==> src/rtl/sus_pkg.sv <==
package sus_pkg;

    // register byte offsets
    localparam logic [7:0] SUS_OFS_CTRL = 8'h00;
    localparam logic [7:0] SUS_OFS_STAT = 8'h04;
    localparam logic [7:0] SUS_OFS_DATA = 8'h08;
    localparam logic [7:0] SUS_OFS_BUF  = 8'h0C;
    localparam logic [7:0] SUS_OFS_PORT = 8'h10;
    localparam logic [7:0] SUS_OFS_DIR  = 8'h14;

    // control register bit positions
    localparam int unsigned SUS_CTRL_STROBE = 1;
    localparam int unsigned SUS_CTRL_TOGGLE = 0;

    // status register bit positions and counter field width
    localparam int unsigned SUS_STAT_SIF = 7;
    localparam int unsigned SUS_STAT_OIF = 6;
    localparam int unsigned SUS_STAT_DC  = 4;
    localparam int unsigned SUS_CNT_W    = 4;

    // values after reset, counter limit and counter step
    localparam logic [6:0] SUS_CTRL_RST = 7'h00;
    localparam logic [2:0] SUS_PINS_RST = 3'h0;
    localparam logic [3:0] SUS_CNT_RST  = 4'h0;
    localparam logic [3:0] SUS_CNT_MAX  = 4'hF;
    localparam logic [3:0] SUS_CNT_ONE  = 4'h1;

    typedef enum logic [1:0] {
        SUS_WM_OFF      = 2'h0,
        SUS_WM_THREE    = 2'h1,
        SUS_WM_TWO      = 2'h2,
        SUS_WM_TWO_HOLD = 2'h3
    } sus_wire_mode_t;

    typedef enum logic [1:0] {
        SUS_CS_SOFT    = 2'h0,
        SUS_CS_TIMER   = 2'h1,
        SUS_CS_EXT_POS = 2'h2,
        SUS_CS_EXT_NEG = 2'h3
    } sus_clk_src_t;

    // control register, bits 7..1 (strobe bit kept as select)
    typedef struct packed {
        logic           start_irq_enable;
        logic           overflow_irq_enable;
        sus_wire_mode_t wire_mode_sel;
        sus_clk_src_t   clock_source_sel;
        logic           clock_strobe_select;
    } sus_ctrl_t;

    // one bit per pin: clock pin, data pin, data-out pin
    typedef struct packed {
        logic clk;
        logic data;
        logic dout;
    } sus_pins_t;

endpackage

==> src/rtl/sus_unit.sv <==
`timescale 1ns/1ps

module sus_unit #(
    parameter int unsigned DATA_W = 8
) (
    input  wire logic              clock,               // system clock
    input  wire logic              rst,                 // synchronous reset
    input  wire logic              psel,                // apb select
    input  wire logic              penable,             // apb enable
    input  wire logic              pwrite,              // apb direction
    input  wire logic [7:0]        paddr,               // apb byte address
    input  wire logic [31:0]       pwdata,              // apb write data
    output logic      [31:0]       prdata,              // apb read data
    output logic                   pready,              // apb ready
    output logic                   pslverr,             // apb error
    input  wire logic              global_irq_enable,   // cpu global enable
    input  wire logic              timer_compare_match, // timer tick pulse
    input  wire sus_pkg::sus_pins_t pin_in,             // pin levels, async
    output sus_pkg::sus_pins_t     pin_out,             // pin output values
    output sus_pkg::sus_pins_t     pin_oe_n,            // low while driving
    output sus_pkg::sus_pins_t     pin_pullup,          // pull-up enables
    output logic                   overflow_irq,        // overflow request
    output logic                   start_irq            // start request
);
    import sus_pkg::*;

    // refuse widths the shift path cannot serve
    if (DATA_W < 2 || DATA_W > 32) begin : g_check
        $error("sus_unit: DATA_W must be 2 to 32");
    end

    localparam int unsigned MSB = DATA_W - 1;

    // register state
    sus_ctrl_t          ctrl_q;
    sus_ctrl_t          ctrl_d;
    sus_pins_t          port_q;
    sus_pins_t          port_d;
    sus_pins_t          dir_q;
    sus_pins_t          dir_d;
    logic [MSB:0]       shift_q;
    logic [MSB:0]       shift_d;
    logic [MSB:0]       buf_q;
    logic [MSB:0]       buf_d;
    logic [3:0]         cnt_q;
    logic [3:0]         cnt_d;
    logic               oif_q;
    logic               oif_d;
    logic               sif_q;
    logic               sif_d;
    logic               latch_q;
    logic               latch_d;
    logic [31:0]        prdata_q;
    logic [31:0]        prdata_d;
    logic               pslverr_q;
    logic               pslverr_d;

    // synchroniser state
    logic               data_s1_q;
    logic               data_s2_q;
    logic               data_s3_q;
    logic               clk_s1_q;
    logic               clk_s2_q;
    logic               clk_s3_q;

    // decoded strobes and events
    logic               setup;
    logic               wr;
    logic               rd_acc;
    logic               wr_ctrl;
    logic               wr_stat;
    logic               wr_data;
    logic               rd_buf;
    logic               mapped;
    sus_ctrl_t          wctrl;
    logic               soft_strobe;
    logic               tc_strobe;
    logic               ext_rise;
    logic               ext_fall;
    logic               ext_src;
    logic               start_seen;
    logic               two_wire;
    logic               shift_tick;
    logic               count_tick;
    logic               shift_bit;
    logic               ovf_event;
    logic               dout_bit;
    logic               scl_hold;
    logic               collision;
    logic [31:0]        rd_mux;

    // apb phase decode; writes act only at the access edge
    assign setup   = psel & ~penable;
    assign wr      = psel & penable & pwrite;
    assign rd_acc  = psel & penable & ~pwrite;
    assign wr_ctrl = wr & (paddr == SUS_OFS_CTRL);
    assign wr_stat = wr & (paddr == SUS_OFS_STAT);
    assign wr_data = wr & (paddr == SUS_OFS_DATA);
    assign rd_buf  = rd_acc & (paddr == SUS_OFS_BUF);
    assign mapped  = (paddr == SUS_OFS_CTRL) | (paddr == SUS_OFS_STAT) |
                     (paddr == SUS_OFS_DATA) | (paddr == SUS_OFS_BUF)  |
                     (paddr == SUS_OFS_PORT) | (paddr == SUS_OFS_DIR);
    assign wctrl   = sus_ctrl_t'(pwdata[7:1]);

    // clock and data pin inputs pass three flops in every wire mode
    always_ff @(posedge clock) begin
        if (rst) begin
            data_s1_q <= 1'b0;
            data_s2_q <= 1'b0;
            data_s3_q <= 1'b0;
            clk_s1_q  <= 1'b0;
            clk_s2_q  <= 1'b0;
            clk_s3_q  <= 1'b0;
        end else begin
            data_s1_q <= pin_in.data;
            data_s2_q <= data_s1_q;
            data_s3_q <= data_s2_q;
            clk_s1_q  <= pin_in.clk;
            clk_s2_q  <= clk_s1_q;
            clk_s3_q  <= clk_s2_q;
        end
    end

    // edge finding on the synchronised clock pin
    assign ext_rise   = clk_s2_q & ~clk_s3_q;
    assign ext_fall   = ~clk_s2_q & clk_s3_q;
    assign ext_src    = ctrl_q.clock_source_sel[1];
    assign two_wire   = ctrl_q.wire_mode_sel[1];
    // data falling while clock stays high marks a start
    assign start_seen = clk_s2_q & clk_s3_q & data_s3_q & ~data_s2_q;

    // the soft strobe uses the written source field so one write sets and strobes
    assign soft_strobe = wr_ctrl & pwdata[SUS_CTRL_STROBE] &
                         (wctrl.clock_source_sel == SUS_CS_SOFT);
    assign tc_strobe   = wr_ctrl & pwdata[SUS_CTRL_TOGGLE];

    // shift clock selection
    always_comb begin
        shift_tick = 1'b0;
        shift_bit  = data_s2_q;
        unique case (ctrl_q.clock_source_sel)
            SUS_CS_SOFT: begin
                shift_tick = 1'b0;
            end
            SUS_CS_TIMER: begin
                shift_tick = timer_compare_match;
            end
            SUS_CS_EXT_POS: begin
                shift_tick = ext_rise;
            end
            SUS_CS_EXT_NEG: begin
                shift_tick = ext_fall;
            end
        endcase
        if (soft_strobe) begin
            shift_tick = 1'b1;
            shift_bit  = data_s3_q;
        end
    end

    // counter clock selection
    always_comb begin
        count_tick = 1'b0;
        if (ctrl_q.clock_source_sel == SUS_CS_TIMER) begin
            count_tick = timer_compare_match;
        end else if (ext_src) begin
            if (ctrl_q.clock_strobe_select) begin
                count_tick = tc_strobe;
            end else begin
                count_tick = ext_rise | ext_fall;
            end
        end
        // strobe write that selects the soft source counts like it shifts
        if (soft_strobe) begin
            count_tick = 1'b1;
        end
    end

    // overflow only when the counter really wraps, not on a cpu write
    assign ovf_event = count_tick & ~wr_stat & (cnt_q == SUS_CNT_MAX);

    // datapath and flags next values; hardware set beats software clear
    always_comb begin
        ctrl_d  = ctrl_q;
        port_d  = port_q;
        dir_d   = dir_q;
        shift_d = shift_q;
        buf_d   = buf_q;
        cnt_d   = cnt_q;
        oif_d   = oif_q;
        sif_d   = sif_q;
        latch_d = latch_q;
        if (wr_ctrl) begin
            ctrl_d = wctrl;
        end
        if (wr & (paddr == SUS_OFS_PORT)) begin
            port_d = sus_pins_t'(pwdata[2:0]);
        end
        if (tc_strobe) begin
            port_d.clk = ~port_d.clk;
        end
        if (wr & (paddr == SUS_OFS_DIR)) begin
            dir_d = sus_pins_t'(pwdata[2:0]);
        end
        // a cpu write to the data register wins over a shift
        if (wr_data) begin
            shift_d = pwdata[MSB:0];
        end else if (shift_tick) begin
            shift_d = {shift_q[MSB-1:0], shift_bit};
        end
        if (wr_stat) begin
            cnt_d = pwdata[SUS_CNT_W-1:0];
        end else if (count_tick) begin
            cnt_d = cnt_q + SUS_CNT_ONE;
        end
        if (ovf_event) begin
            buf_d = shift_d;
        end
        if ((wr_stat & pwdata[SUS_STAT_OIF]) | rd_buf) begin
            oif_d = 1'b0;
        end
        if (ovf_event) begin
            oif_d = 1'b1;
        end
        if (wr_stat & pwdata[SUS_STAT_SIF]) begin
            sif_d = 1'b0;
        end
        // detector off in mode 00 and three-wire; edge flag instead
        if (two_wire & start_seen) begin
            sif_d = 1'b1;
        end else if (~two_wire & ext_src & ~ctrl_q.clock_strobe_select &
                     (ext_rise | ext_fall)) begin
            sif_d = 1'b1;
        end
        // latch moves on the edge opposite the sampling edge
        if (!ext_src) begin
            latch_d = shift_q[MSB];
        end else if ((ctrl_q.clock_source_sel == SUS_CS_EXT_POS) ? ext_fall : ext_rise) begin
            latch_d = shift_q[MSB];
        end
    end

    always_ff @(posedge clock) begin
        if (rst) begin
            ctrl_q  <= sus_ctrl_t'(SUS_CTRL_RST);
            port_q  <= sus_pins_t'(SUS_PINS_RST);
            dir_q   <= sus_pins_t'(SUS_PINS_RST);
            shift_q <= '0;
            buf_q   <= '0;
            cnt_q   <= SUS_CNT_RST;
            oif_q   <= 1'b0;
            sif_q   <= 1'b0;
            latch_q <= 1'b0;
        end else begin
            ctrl_q  <= ctrl_d;
            port_q  <= port_d;
            dir_q   <= dir_d;
            shift_q <= shift_d;
            buf_q   <= buf_d;
            cnt_q   <= cnt_d;
            oif_q   <= oif_d;
            sif_q   <= sif_d;
            latch_q <= latch_d;
        end
    end

    // transparent path for internal sources so a strobe shows at once
    assign dout_bit  = ext_src ? latch_q : shift_q[MSB];
    assign scl_hold  = (two_wire & sif_q) |
                       ((ctrl_q.wire_mode_sel == SUS_WM_TWO_HOLD) & oif_q);
    assign collision = two_wire & (shift_q[MSB] != data_s2_q);

    // pin drive per wire mode
    always_comb begin
        pin_out    = port_q;
        pin_oe_n   = ~dir_q;
        pin_pullup = ~dir_q & port_q;
        unique case (ctrl_q.wire_mode_sel)
            SUS_WM_OFF: begin
                pin_out = port_q;
            end
            SUS_WM_THREE: begin
                // data-in and clock pins stay on plain port control
                pin_out.dout = dout_bit;
            end
            SUS_WM_TWO, SUS_WM_TWO_HOLD: begin
                // open drain: only ever drive low, release otherwise
                pin_out.data    = 1'b0;
                pin_oe_n.data   = ~(dir_q.data & (~dout_bit | ~port_q.data));
                pin_out.clk     = 1'b0;
                pin_oe_n.clk    = ~(dir_q.clk & (~port_q.clk | scl_hold));
                pin_pullup.data = 1'b0;
                pin_pullup.clk  = 1'b0;
            end
        endcase
    end

    // pending flags fire as soon as both enables are one
    assign overflow_irq = oif_q & ctrl_q.overflow_irq_enable & global_irq_enable;
    assign start_irq    = sif_q & ctrl_q.start_irq_enable & global_irq_enable;

    // read mux; strobe bits always read zero
    always_comb begin
        rd_mux = 32'h0000_0000;
        unique case (paddr)
            SUS_OFS_CTRL: begin
                rd_mux[7:2] = ctrl_q[6:1];
            end
            SUS_OFS_STAT: begin
                rd_mux[SUS_STAT_SIF]    = sif_q;
                rd_mux[SUS_STAT_OIF]    = oif_q;
                rd_mux[SUS_STAT_DC]     = collision;
                rd_mux[SUS_CNT_W-1:0]   = cnt_q;
            end
            SUS_OFS_DATA: begin
                rd_mux[MSB:0] = shift_q;
            end
            SUS_OFS_BUF: begin
                rd_mux[MSB:0] = buf_q;
            end
            SUS_OFS_PORT: begin
                rd_mux[2:0] = port_q;
            end
            SUS_OFS_DIR: begin
                rd_mux[2:0] = dir_q;
            end
            default: begin
                rd_mux = 32'h0000_0000;
            end
        endcase
    end

    // read data captured in setup so it comes from a flop with no wait state
    always_comb begin
        prdata_d  = prdata_q;
        pslverr_d = pslverr_q;
        if (setup) begin
            prdata_d  = pwrite ? 32'h0000_0000 : rd_mux;
            pslverr_d = ~mapped;
        end
    end

    always_ff @(posedge clock) begin
        if (rst) begin
            prdata_q  <= 32'h0000_0000;
            pslverr_q <= 1'b0;
        end else begin
            prdata_q  <= prdata_d;
            pslverr_q <= pslverr_d;
        end
    end

    assign prdata  = prdata_q;
    assign pslverr = pslverr_q & psel & penable;
    assign pready  = 1'b1;

endmodule

==> config.mk <==
export PLATFORM = sky130hd
export DESIGN_NAME = sus_unit
export DESIGN_NICKNAME = d
export VERILOG_FILES = /design/src/rtl/sus_pkg.sv /design/src/rtl/sus_unit.sv
export SDC_FILE = /design/constraint.sdc
export NUM_CORES = 1
export LEC_CHECK = 0
export BUFFER_PORTS_ARGS = -buffer_cell sky130_fd_sc_hd__buf_2
export CORE_MARGIN = 4
export CORE_UTILIZATION = 50
export DETAILED_ROUTE_END_ITERATION = 10
export HOLD_SLACK_MARGIN = 0.02
export PLACE_DENSITY = 0.79
export SLEW_MARGIN = 20
export SYNTH_ARGS = -nofsm -noshare
export SYNTH_HDL_FRONTEND = slang
export SYNTH_SLANG_ARGS = --single-unit
==> constraint.sdc <==
create_clock -name clock -period 1.9 [get_ports clock]
set_input_delay 0.38 -clock clock [delete_from_list [all_inputs] [get_ports clock]]
set_output_delay 0.38 -clock clock [all_outputs]
set_load 0.005 [all_outputs]
==> flow_summary.json <==
{
  "reg2reg_slack_ns": 0.07,
  "detail_route.vias_per_cell": 5.53,
  "gr-total-overflow": 0,
  "post-layout-total-power_mw": 2.16,
  "dp_hpwl_um": 5820,
  "worstSetupStartpointType": "register",
  "gp_routability_congestion": 0.946,
  "num-fill-cells": 468,
  "proportion_of_register_bits_with_asynchronous_set_or_reset_after_synthesis": 0,
  "clk_latency_ns": 0.31,
  "io_buffers": 44,
  "finalCriticalPeriod_ns": 1.83,
  "grt_start_max_net_pins": 23,
  "timing_max_transition_violations_final": 0,
  "synthXorXnorAreaFrac": 0.0122,
  "route.detailed.wl_per_inst_um": 15.8,
  "final_net_count": 470,
  "post_synth_inst_count": 333,
  "ys_ff_latch": 51,
  "grt_setup_unrepaired": "true",
  "share_of_synthesized_area_occupied_by_flip_flops_and_latches": 0.357,
  "drt_drc_violations_left": 0,
  "die_h_um": 83.7,
  "die_area_sq_mm": 0.00700,
  "final-hold-violation-count": 0,
  "regToRegStartpoint": "clk_s3_q$_SDFF_PP0_",
  "pin_count": 95,
  "clock-sinks": 51,
  "cts-htree-levels": 2,
  "dpl-instance-area_sq_mm": 0.00336,
  "cts.clk_slew.worst_paths_ns": 0.09,
  "share_of_synthesized_area_spent_on_multiplexers": 0.0560,
  "syn-mean-instance-area_sq_um": 8.59,
  "number_of_placed_instances_with_taps_included": 481,
  "required_ns": 2.11,
  "start_util": 0.516,
  "num_vias": 2703,
  "critical_path.slowest_cell": "dfxtp_2",
  "area.growth.synth_to_final_pct": 23.9,
  "cts_tree": "built",
  "hold-worst-slack_ns": 0.282,
  "run_status": "completed",
  "fin_crit_sh": 0.961,
  "yosysWarnings": 0,
  "routed_wl_um": 7700,
  "die_width_um": 83.7,
  "unique_masters_post_synth": 57,
  "commonest_cells_after_routing_fill_and_taps_aside": "buf_4, dfxtp_1, buf_2, nand2_1",
  "critical_path.max_stage_delay_ns": 0.35,
  "core.rowCount": 27,
  "path_category_of_the_worst_min_delay_check": "in -> reg",
  "multi_input_logic_area_sq_mm": 0.00167,
  "final_antenna_net_count": 0,
  "finalSetupViolCount": 0,
  "arrival_ns": 2.03,
  "clock-skew-final_ns": 0.0124,
  "r2r_end": "buf_q[2]$_SDFFE_PP0P_",
  "critical_path.max_fanout": 5,
  "antenna_violations_before_repair": 0,
  "synth_top_family_by_area": "simple AND/OR/NAND/NOR gates",
  "postLayoutCellArea_sq_mm": 0.00354,
  "max_clock_freq_mhz": 547,
  "worstSetupEndpointType": "register",
  "ctsRootBufferMaster": "clkbuf_8",
  "core_area_sq_mm": 0.00554,
  "clock_tree.buffer_depth": 2,
  "drtPass1Iterations": 5,
  "ir_worst_vdd_uv": 397,
  "initialDrtViolationCount": 198,
  "cts_setup_buffers": 0,
  "layout.cells.most_common": "buf_4",
  "cts_made_buffers": 5,
  "critPathKind": "reg -> reg",
  "timing.max_cap.violations": 0,
  "holdBufCountCts": 0,
  "path_cells": "inv_1 -> ha_1 -> mux2i_4 -> o21ai_4 -> buf_4 -> or2_4 -> mux2i_1 -> a32o_1",
  "path_delay_family": "multiplexers",
  "leakagePower_nw": 1.60,
  "compound_gate_portion_of_the_synthesized_area": 0.161,
  "drive_gt1_frac": 0.285,
  "groute.usage.overall": 0.214,
  "vias_in_the_first_global_route": 2513,
  "worst_setup_path_startpoint": "clk_s3_q$_SDFF_PP0_",
  "synth-adder-area-share": 0.0175,
  "r2r_cells": 8,
  "synthesis.area_sq_mm": 0.00286,
  "insertedDiodeCount": 0,
  "hold_start": "pin_in[1]",
  "post_layout_nonfiller_instances": 489,
  "cellPowerDensity_mw_per_mm2": 609,
  "crit_path_end": "buf_q[2]$_SDFFE_PP0P_",
  "dominantRegCellSynth": "dfxtp_1",
  "grt_first_pass_wirelength_um": 12200,
  "sequential_cell_area_sq_mm": 0.00102,
  "synthSimpleGateAreaFrac": 0.286,
  "synth_enable_flop_cells": 0,
  "crit_buf_inv": 2,
  "crit_cells": 8
}
[flip-flops by register name (all words and copies together) (netlist names)]
name       flops
port_q         3
ctrl_q         7
clk_s3_q       1
oif_q          1
data_s3_q      1
sif_q          1
prdata         8
data_s1_q      1
latch_q        1
data_s2_q      1
clk_s2_q       1
dir_q          3
clk_s1_q       1
cnt_q          4
shift_q        8
buf_q          8
pslverr_q      1
[stage by stage]
step / setup TNS, ns / utilization / worst slack [ns]
2_1_floorplan: 0 / - / 0.138
3_3_place_gp: -0.851 / 0.606 / -0.0905
3_5_place_dp: -1.30 / 0.606 / -0.169
4_1_cts: 0 / 0.633 / 0.00627
5_1_grt: -0.0120 / 0.640 / -0.0120
6_report: 0 / 0.640 / 0.0734
[report_power, final]
part           total [mW]  internal (mW)  switching [mW]  leakage [nW]
Combinational       0.178         0.0752           0.103          1.12
Clock               0.901          0.525           0.376        0.0644
Sequential           1.08           1.07         0.00430         0.413
[synthesized netlist by cell type (4+ instances only)]
cell      count  share of area
or2_0         5          0.011
ha_1          4          0.017
and3b_1       7          0.021
and3_1       13          0.028
a31oi_1      10          0.022
clkbuf_1      6         0.0079
o21ai_0       8          0.014
nor2_1       25          0.033
nand3_1      10          0.017
a32o_1        7          0.024
nor2b_1      12          0.026
mux2i_1      16          0.056
dfxtp_1      51           0.36
inv_1         7         0.0092
buf_4        27          0.071
a21oi_1      14          0.024
a21o_1        4          0.010
buf_2         7          0.012
nand2_1      41          0.054
a32oi_1       4          0.012
[how the worst min path moves through the flow]
stage,end,slack (ns),cells past startpoint
3_3_place_gp,clk_s2_q$_SDFF_PP0_,0.42,1
6_report,data_s1_q$_SDFF_PP0_,0.28,2
5_1_grt,data_s1_q$_SDFF_PP0_,0.29,2
4_1_cts,data_s1_q$_SDFF_PP0_,0.28,2
3_5_place_dp,clk_s2_q$_SDFF_PP0_,0.43,1
2_1_floorplan,clk_s2_q$_SDFF_PP0_,0.41,1
[metal layers]
metal | wire (um) | vias up | GRT usage
met2 | 3510 | 128 | 0.349
met5 | 0 | - | 0
met4 | 238 | 0 | 0.0892
met3 | 627 | 17 | 0.0375
met1 | 3330 | 1249 | 0.279
li1 | - | 1309 | -
[logic make-up after synthesis]
| logic type | after synthesis |
|---|---|
| xor+xnor | 4 |
| buf+inv | 49 |
| other cells | 2 |
| compound gates | 64 |
| fa+ha+maj | 4 |
| flops | 51 |
| mux | 16 |
| simple gates | 143 |
[what timing repair did]
item                                    in CTS  in global routing
endpoints found under the setup margin      16                 16
pin swaps                                    0                  1
hold endpoints to repair                     0                  0
gates resized for setup                      5                  7
[cell type report]
type / instances / share of cell area
tap: 72 / 0.0254
clock inverter: 3 / 0.0191
sequential: 51 / 0.289
clock buffer: 5 / 0.0194
inverter: 7 / 0.00741
timing repair buffer: 95 / 0.170
multi-input combinational: 256 / 0.470
Note: power is estimated with default switching activity, not from simulation.
